--- config.mk ---
export PLATFORM = sky130hd
export DESIGN_NAME = sbi_exec
export DESIGN_NICKNAME = d
export VERILOG_FILES = /design/src/sbi_pkg.sv /design/src/sbi_exec.sv
export SDC_FILE = /design/constraint.sdc
export NUM_CORES = 2
export LEC_CHECK = 0
export ABC_AREA = 1
export BUFFER_PORTS_ARGS = -buffer_cell sky130_fd_sc_hd__buf_2
export CAP_MARGIN = 20
export CORE_MARGIN = 5
export CORE_UTILIZATION = 50
export CTS_CLUSTER_SIZE = 40
export DETAILED_ROUTE_END_ITERATION = 8
export PLACE_DENSITY = 0.67
export SYNTH_ARGS = -nofsm -noshare
export SYNTH_HDL_FRONTEND = slang
export SYNTH_SLANG_ARGS = --single-unit
--- constraint.sdc ---
create_clock -name clk_i -period 38.5 [get_ports clk_i]
set_input_delay 1.925 -clock clk_i [delete_from_list [all_inputs] [get_ports clk_i]]
set_output_delay 1.925 -clock clk_i [all_outputs]
set_load 0.02 [all_outputs]
--- src/sbi_pkg.sv ---
// Purpose: Shared constants for the skip/branch/increment executor
// Assumes: 14-bit instruction words, 128-entry file register bank
// Notes:   Opcode patterns match the upper instruction bits
`default_nettype none
package sbi_pkg;
  localparam int unsigned INSTR_W     = 14;
  localparam int unsigned DATA_W      = 8;
  localparam int unsigned FADDR_W     = 7;
  localparam int unsigned PC_W        = 13;
  localparam int unsigned LIT_BR_W    = 11;
  localparam int unsigned LATCH_W     = 8;
  // Opcode fields
  localparam logic [5:0] OP_DECFZ     = 6'h0B;
  localparam logic [5:0] OP_INCFZ     = 6'h0F;
  localparam logic [5:0] OP_INC_FILE  = 6'h0A;
  localparam logic [5:0] OP_ORLIT     = 6'h38;
  localparam logic [2:0] OP_BRANCH    = 3'h5;
  // Field positions
  localparam int unsigned DEST_BIT    = 7;
  localparam int unsigned LATCH_HI    = 4;
  localparam int unsigned LATCH_LO    = 3;
  // Reset values
  localparam logic [DATA_W-1:0] W_RST    = 8'h00;
  localparam logic [PC_W-1:0]   PC_RST   = 13'h0000;
  localparam logic [DATA_W-1:0] FILE_RST = 8'h00;
  localparam logic              Z_RST    = 1'b0;
  localparam logic              BUSY_RST = 1'b0;
  typedef enum logic [1:0] {
    SBI_EXEC, SBI_FLUSH
  } sbi_state_type;
endpackage : sbi_pkg
`default_nettype wire
--- src/sbi_exec.sv ---
// Purpose: Executes five instructions of a small 8-bit core
// Assumes: One instruction offered per cycle on instr_valid_i
// Notes:   Skips and branches spend one flush cycle as a no-operation
`default_nettype none
module sbi_exec
  import sbi_pkg::*;
(
  input  wire logic                       clk_i,
  input  wire logic                       reset_i,
  input  wire logic                       instr_valid_i,
  input  wire logic [sbi_pkg::INSTR_W-1:0] instr_i,
  input  wire logic [sbi_pkg::LATCH_W-1:0] pc_latch_i,
  output logic      [sbi_pkg::PC_W-1:0]    pc_o,
  output logic      [sbi_pkg::DATA_W-1:0]  working_o,
  output logic                             zero_o,
  output logic                             busy_o,
  output logic                             retire_o
);
  import sbi_pkg::*;

  logic [DATA_W-1:0]  file_r [2**FADDR_W];
  logic [DATA_W-1:0]  w_r;
  logic               z_r;
  logic [PC_W-1:0]    pc_r;
  sbi_state_type      state_r;
  logic               retire_r;
  logic               busy_r;

  logic [5:0]         op6;
  logic [FADDR_W-1:0] faddr;
  logic               dest;
  logic [DATA_W-1:0]  fval;
  logic [DATA_W-1:0]  res_nxt;
  logic               is_dec, is_incz, is_inc, is_or, is_br, go;
  logic               wr_file, wr_w, upd_z, skip;

  assign op6     = instr_i[INSTR_W-1 -: 6];
  assign faddr   = instr_i[FADDR_W-1:0];
  assign dest    = instr_i[DEST_BIT];
  assign fval    = file_r[faddr];
  assign go      = instr_valid_i && (state_r == SBI_EXEC);
  assign is_dec  = go && (op6 == OP_DECFZ);
  assign is_incz = go && (op6 == OP_INCFZ);
  assign is_inc  = go && (op6 == OP_INC_FILE);
  assign is_or   = go && (op6 == OP_ORLIT);
  assign is_br   = go && (instr_i[INSTR_W-1 -: 3] == OP_BRANCH);

  always_comb begin
    res_nxt = fval;
    if (is_dec) begin
      res_nxt = fval - 8'h01;
    end else if (is_incz || is_inc) begin
      res_nxt = fval + 8'h01;
    end else if (is_or) begin
      res_nxt = w_r | instr_i[DATA_W-1:0];
    end
  end

  // Destination select for the file arithmetic group
  assign wr_file = (is_dec || is_incz || is_inc) && dest;
  assign wr_w    = ((is_dec || is_incz || is_inc) && !dest) || is_or;
  assign upd_z   = is_inc || is_or; // skips and branch keep flags
  assign skip    = (is_dec || is_incz) && (res_nxt == 8'h00);

  // File bank clears on reset so skip counts start from a known value
  always_ff @(posedge clk_i or posedge reset_i) begin
    if (reset_i) begin
      for (int i = 0; i < 2**FADDR_W; i++) begin
        file_r[i] <= FILE_RST;
      end
    end else if (wr_file) begin
      file_r[faddr] <= res_nxt;
    end
  end

  always_ff @(posedge clk_i or posedge reset_i) begin
    if (reset_i) begin
      w_r <= W_RST;
    end else if (wr_w) begin
      w_r <= res_nxt;
    end
  end

  always_ff @(posedge clk_i or posedge reset_i) begin
    if (reset_i) begin
      z_r <= Z_RST;
    end else if (upd_z) begin
      z_r <= (res_nxt == 8'h00);
    end
  end

  always_ff @(posedge clk_i or posedge reset_i) begin
    if (reset_i) begin
      pc_r <= PC_RST;
    end else if (is_br) begin
      pc_r <= {pc_latch_i[LATCH_HI:LATCH_LO],
               instr_i[LIT_BR_W-1:0]};
    end else if (go || state_r == SBI_FLUSH) begin
      pc_r <= pc_r + 13'h0001;
    end
  end

  // Flush state discards whatever is fetched next
  always_ff @(posedge clk_i or posedge reset_i) begin
    if (reset_i) begin
      state_r <= SBI_EXEC;
    end else begin
      case (state_r)
        SBI_EXEC: begin
          if (skip || is_br) begin
            state_r <= SBI_FLUSH;
          end
        end
        SBI_FLUSH: state_r <= SBI_EXEC;
        default:   state_r <= SBI_EXEC;
      endcase
    end
  end

  always_ff @(posedge clk_i or posedge reset_i) begin
    if (reset_i) begin
      retire_r <= 1'b0;
    end else begin
      retire_r <= go && !skip && !is_br;
    end
  end

  // Busy mirrors the flush state from its own flop, no decode on the pin
  always_ff @(posedge clk_i or posedge reset_i) begin
    if (reset_i) begin
      busy_r <= BUSY_RST;
    end else begin
      busy_r <= (state_r == SBI_EXEC) && (skip || is_br);
    end
  end

  assign pc_o      = pc_r;
  assign working_o = w_r;
  assign zero_o    = z_r;
  assign busy_o    = busy_r;
  assign retire_o  = retire_r;

  // Results are judged one edge on, once the write has landed
  dec_keeps_z_a: assert property (
    @(posedge clk_i) disable iff (reset_i)
    is_dec |=> $stable(z_r))
    else $error("z changed on dec skip");

  dec_dest_a: assert property (
    @(posedge clk_i) disable iff (reset_i)
    (is_dec && !dest) |=> w_r == $past(fval) - 8'h01)
    else $error("dec result wrong");

  skip_flush_a: assert property (
    @(posedge clk_i) disable iff (reset_i)
    skip |=> busy_o ##1 !busy_o)
    else $error("skip not 2 cycles");

  dec_noskip_a: assert property (
    @(posedge clk_i) disable iff (reset_i)
    (is_dec && res_nxt != 8'h00) |=> !busy_o && retire_o)
    else $error("dec skipped on non-zero");

  // The discarded word must leave no trace in W or Z
  flush_drop_a: assert property (
    @(posedge clk_i) disable iff (reset_i)
    busy_o |=> $stable(w_r) && $stable(z_r))
    else $error("flushed word executed");

  incz_skip_a: assert property (
    @(posedge clk_i) disable iff (reset_i)
    (is_incz && fval == 8'hFF) |=> busy_o)
    else $error("inc skip");

  incz_keeps_z_a: assert property (
    @(posedge clk_i) disable iff (reset_i)
    is_incz |=> $stable(z_r))
    else $error("z changed on inc skip");

  inc_zero_a: assert property (
    @(posedge clk_i) disable iff (reset_i)
    is_inc |=> (z_r == ($past(fval) == 8'hFF)))
    else $error("inc z");

  dest_w_a: assert property (
    @(posedge clk_i) disable iff (reset_i)
    (is_inc && !dest) |=> w_r == $past(fval) + 8'h01)
    else $error("dest w wrong");

  dest_file_a: assert property (
    @(posedge clk_i) disable iff (reset_i)
    (is_inc && dest) |=> file_r[$past(faddr)] == $past(fval) + 8'h01)
    else $error("dest file wrong");

  br_target_a: assert property (
    @(posedge clk_i) disable iff (reset_i)
    is_br |=> pc_o == {$past(pc_latch_i[LATCH_HI:LATCH_LO]),
                       $past(instr_i[LIT_BR_W-1:0])})
    else $error("branch target wrong");

  br_flags_a: assert property (
    @(posedge clk_i) disable iff (reset_i)
    is_br |=> busy_o && $stable(z_r))
    else $error("branch timing");

  br_two_cyc_a: assert property (
    @(posedge clk_i) disable iff (reset_i)
    is_br |=> busy_o ##1 !busy_o)
    else $error("branch not 2 cycles");

  or_result_a: assert property (
    @(posedge clk_i) disable iff (reset_i)
    is_or |=> w_r == ($past(w_r) | $past(instr_i[DATA_W-1:0])))
    else $error("or result wrong");

  or_zero_a: assert property (
    @(posedge clk_i) disable iff (reset_i)
    is_or |=> z_r == (w_r == 8'h00))
    else $error("or z");

  nz_clear_a: assert property (
    @(posedge clk_i) disable iff (reset_i)
    (upd_z && res_nxt != 8'h00) |=> !z_r)
    else $error("z kept");

  skip_seen_c: cover property (@(posedge clk_i) disable iff (reset_i) skip);
  branch_seen_c: cover property (@(posedge clk_i) disable iff (reset_i) is_br);
  or_zero_c: cover property (@(posedge clk_i) disable iff (reset_i)
    is_or && res_nxt == 8'h00);
  incz_skip_c: cover property (@(posedge clk_i) disable iff (reset_i)
    is_incz && skip);
  flush_drop_c: cover property (@(posedge clk_i) disable iff (reset_i)
    busy_o && instr_valid_i);
endmodule : sbi_exec
`default_nettype wire

==> run summary <==
* 52900 sq um — Post-Place Cell Area
* clkbuf_16 — buffer type at the clock tree root
* flip-flop — CP Capture Type
* 9.0% — share of total power in combinational logic
* 113 — CTS Buf Count
* complete, no violations — result of the run
* reg -> reg — class of the tightest hold or removal check
* 3 — Max Buffers Root-to-Sink
* 0 — setup-violating endpoint count in the final report
* file_r[390]$_DFFE_PP0P_ — hold wc startpoint
* 0 — # resized after CTS
* 331.9 um — horizontal die dimension
* 0 — Ys Warns
* 2 — number of antenna violations at the first check in global routing
* 45.68k — DR vias
* 21.79% — ratio of final minimum period to clock period
* 8990 ps — Data arrival, critical path
* false — unrepaired setup endpoints after global routing
* 331.9 um — Die Y
* primary input — critical path launch point type
* 34.14 ps — final setup skew
* nand2_1 — leading cell type by number of instances after synthesis
* 8390 ps — shortest clock period the worst path allows after layout
* 9.377% — Layout Area Growth over Synthesis
* 50.68% — proportion of netlist area held by the largest area contributor
* 45.0% — clock share of power
* 50.19% — effective utilization at floorplan
* 1.794 mW — cell-internal power
* 5.348 — via-per-instance ratio
* 38.47% — met1 GRT Util
* 49 — number of top-level pins
* 0.9326 — routability cong.
* 1061 ps — transition time at the pin with the least slew margin
* dfrtp_1 — cell type with the largest total area after synthesis
* 103200 sq um — floorplan core area
* 0 — Final ANT Viol Nets
* dfrtp_1 51%, nand2_1 23%, o21ai_0 10%, inv_1 4.9%, nor2_1 2.0% — leading post-synthesis cells by cell area
* buf_8 -> buf_4 -> buf_12 -> buf_4 -> nand2_1 -> nand3_1 -> nand2_1 -> o21ai_0 -> nand2_1 -> o21ai_0 -> nand2_1 -> nor2_4 -> nand2_1 -> nor2_1 -> nand2_1 -> xor2_1 -> nand2_1 -> nand2_4 -> buf_4 -> nand2_1 -> o21ai_0 — cells along the critical path
* buf_4 — CP max stage cell
* 33600 ps — worst reg2reg setup slack
* met2 — peak-usage layer in the global routing report
* 43.94% — routing usage on met2
* 0 — max-slew violation count
* 42 — number of buffers added on ports
* file_r[574]$_DFFE_PP0P_ — Crit Reg-Reg Endpoint
* 3230 x nand2_1, 1049 x dfrtp_1, 1045 x o21ai_0 — top cell types by occurrence after synthesis
* file_r[145]$_DFFE_PP0P_ — launching point of the worst reg2reg path
* 0 — DRC violation count after routing
* 243400 um — wire length of the first global-routing pass
* 7100 — Nets
* in -> reg — type of the setup path with the least slack
* 810 ps — delay contributed by the slowest stage of the critical path
* 154 — peak fanout along the critical path
* 35 — count of different cell masters after synthesis
* 2 — Cells on Worst Hold Path
* 5.277% — share of cells above drive strength 1
* 118 — Cell Rows
* 28.99% — headroom to the max-slew limit
* 0 — final antenna diode count
* dfrtp_1 — Main synth FF type
* 700 ps — clock latency on the worst-skew pair
* built — TritonCTS clock tree
* 50.68% — sequential cell area fraction in the yosys report
* 60 ps — Worst-path clk slew
* nand2_1 — cell repeated most along the worst path
* 43.00 nW/um^2 — power density over the cells
* 26.36% — Sw Ratio
* 1049 — number of clock sinks
* 3 — H-tree depth
* 4.201% — routing usage on met3
* file_r[390]$_DFFE_PP0P_ — end point of the most critical hold path
* 51800 sq um — post-synthesis cell area
* 0 — grt total ovfl
* 92430 um — post-detail-place hpwl
* 9758 — filler cell count
* 19 — depth of the most critical reg-to-reg path
* 110100 sq um — die outline area
* 27.49% — GRT Total Usage
* 0.1192 GHz — top achievable clock speed
* 27.74 nW — leakage power of the design
* 0 — setup repair bufs after CTS
* 0 ps — TNS Setup
* 0.6423 mW — P_sw
* 7197 — syn_nets
* 0 — number of enable flip-flop cells after synthesis
* 100.0% — proportion of register bits with asynchronous set or reset after synthesis
* 1049 — number of storage elements in the synthesis netlist
* 4343 — drt first-iter violations
* 155 — maximum number of pins on one net before global-route repair
* 7169 — Post-Synthesis Cells
* 39100 ps — Required @ worst endpoint
* 6 — number of iterations in the first detailed-routing pass
* 0.05352 mV — maximum VDD drop
* 42.98k — number of global-route vias before repair
* 18.12 um — wire length per cell after detailed routing
* 0 — hold buffer count at cts
* 0 — max-cap check violation count
* 56660 sq um — post-route cell area
* 0 — final-report hold violation count
* 46.0% — Seq pwr share
* 7.225 sq um — mean instance size in the synthesized netlist
* 154800 um — detailed-route wire length
==> state kept, by name, summed over array words and instances (netlist names) <==
register and cells:
zero_o 1, working_o 8, busy_o 1, retire_o 1, file_r 1024, state_r 1
pc_o 13
==> area by class of cell <==
cell class | count | area [sq um] | share of cell area [%]
inverters | 692 | 2620 | 4.624
clock inverters | 36 | 351.6 | 0.6206
flip-flops and latches | 1049 | 26250 | 46.33
repair buffers | 127 | 915.9 | 1.617
clock buffers | 170 | 3364 | 5.938
well taps | 1380 | 1727 | 3.048
multi-input cells | 5089 | 21430 | 37.82
==> how the worst max path moves through the flow <==
stage	slack, ps	depth (start not counted)	endpoint	start
after floorplan	7050	1	busy_o$_DFF_PP0_	reset_i
final	30110	21	file_r[574]$_DFFE_PP0P_	instr_i[0]
after CTS	30420	21	file_r[94]$_DFFE_PP0P_	instr_i[0]
after detailed placement	29710	21	file_r[654]$_DFFE_PP0P_	instr_i[0]
after global placement	29790	21	file_r[654]$_DFFE_PP0P_	instr_i[0]
after global routing	29830	21	file_r[750]$_DFFE_PP0P_	instr_i[0]
==> logic make-up after synthesis <==
logic type | Yosys count | synth area share, %
and+or+nand+nor | 3899 | 29.38
AOI/OAI and AO/OA | 1181 | 11.54
DFF | 1049 | 50.68
buffers and inverters | 1031 | 8.230
xor gates and xnor gates | 6 | 0.1015
adders and majority gates | 3 | 0.07247
==> critical path: cells and delay by family <==
family,cells,cell delay [ps]
buffers and inverters,5,3270
AOI/OAI and AO/OA,3,890
and+or+nand+nor,12,2180
xor gates and xnor gates,1,150
==> cells in the final DEF (no fill, tap or decap), types with 6 or more instances in the layout <==
cell type / count
a21oi_1: 38
buf_2: 39
buf_4: 82
bufinv_16: 6
clkbuf_1: 27
clkbuf_16: 115
clkbuf_8: 28
clkinv_1: 6
clkinv_2: 25
dfrtp_1: 1049
inv_1: 673
inv_2: 8
nand2_1: 3225
nand2_4: 6
nand3_1: 198
nand3b_1: 6
nand4_1: 9
nor2_1: 265
nor2_2: 11
nor2_4: 9
nor3_1: 135
o211ai_1: 8
o21ai_0: 1045
o21ai_1: 59
o22ai_1: 22
or2_2: 27
==> through the flow <==
stage	setup WS, ps	util, %	cells	total power, mW	hold slack (ps)
final	30110	54.90	8543	2.436	476.0
after detailed placement	29710	51.26	8335	1.358	465.5
after global placement	29790	51.26	8335	1.358	459.3
after global routing	29830	54.90	8543	2.514	491.3
after CTS	30420	54.86	8541	2.449	479.8
after floorplan	7050	-	7169	1.283	445.1
==> layer usage <==
metal	vias to the layer above	routed length (um)
li1	22110	-
met1	21570	67060
met2	1637	69860
met3	356	11590
met4	4	6243
met5	-	25
==> power by group through the flow <==
stage | combinational, mW | clock [mW] | sequential [mW]
2_1_floorplan | 0.134 | 0 | 1.15
3_3_place_gp | 0.217 | 0 | 1.14
3_5_place_dp | 0.218 | 0 | 1.14
4_1_cts | 0.219 | 1.11 | 1.12
5_1_grt | 0.238 | 1.15 | 1.12
6_report | 0.220 | 1.10 | 1.12
Power figures use the tool's default switching activity.
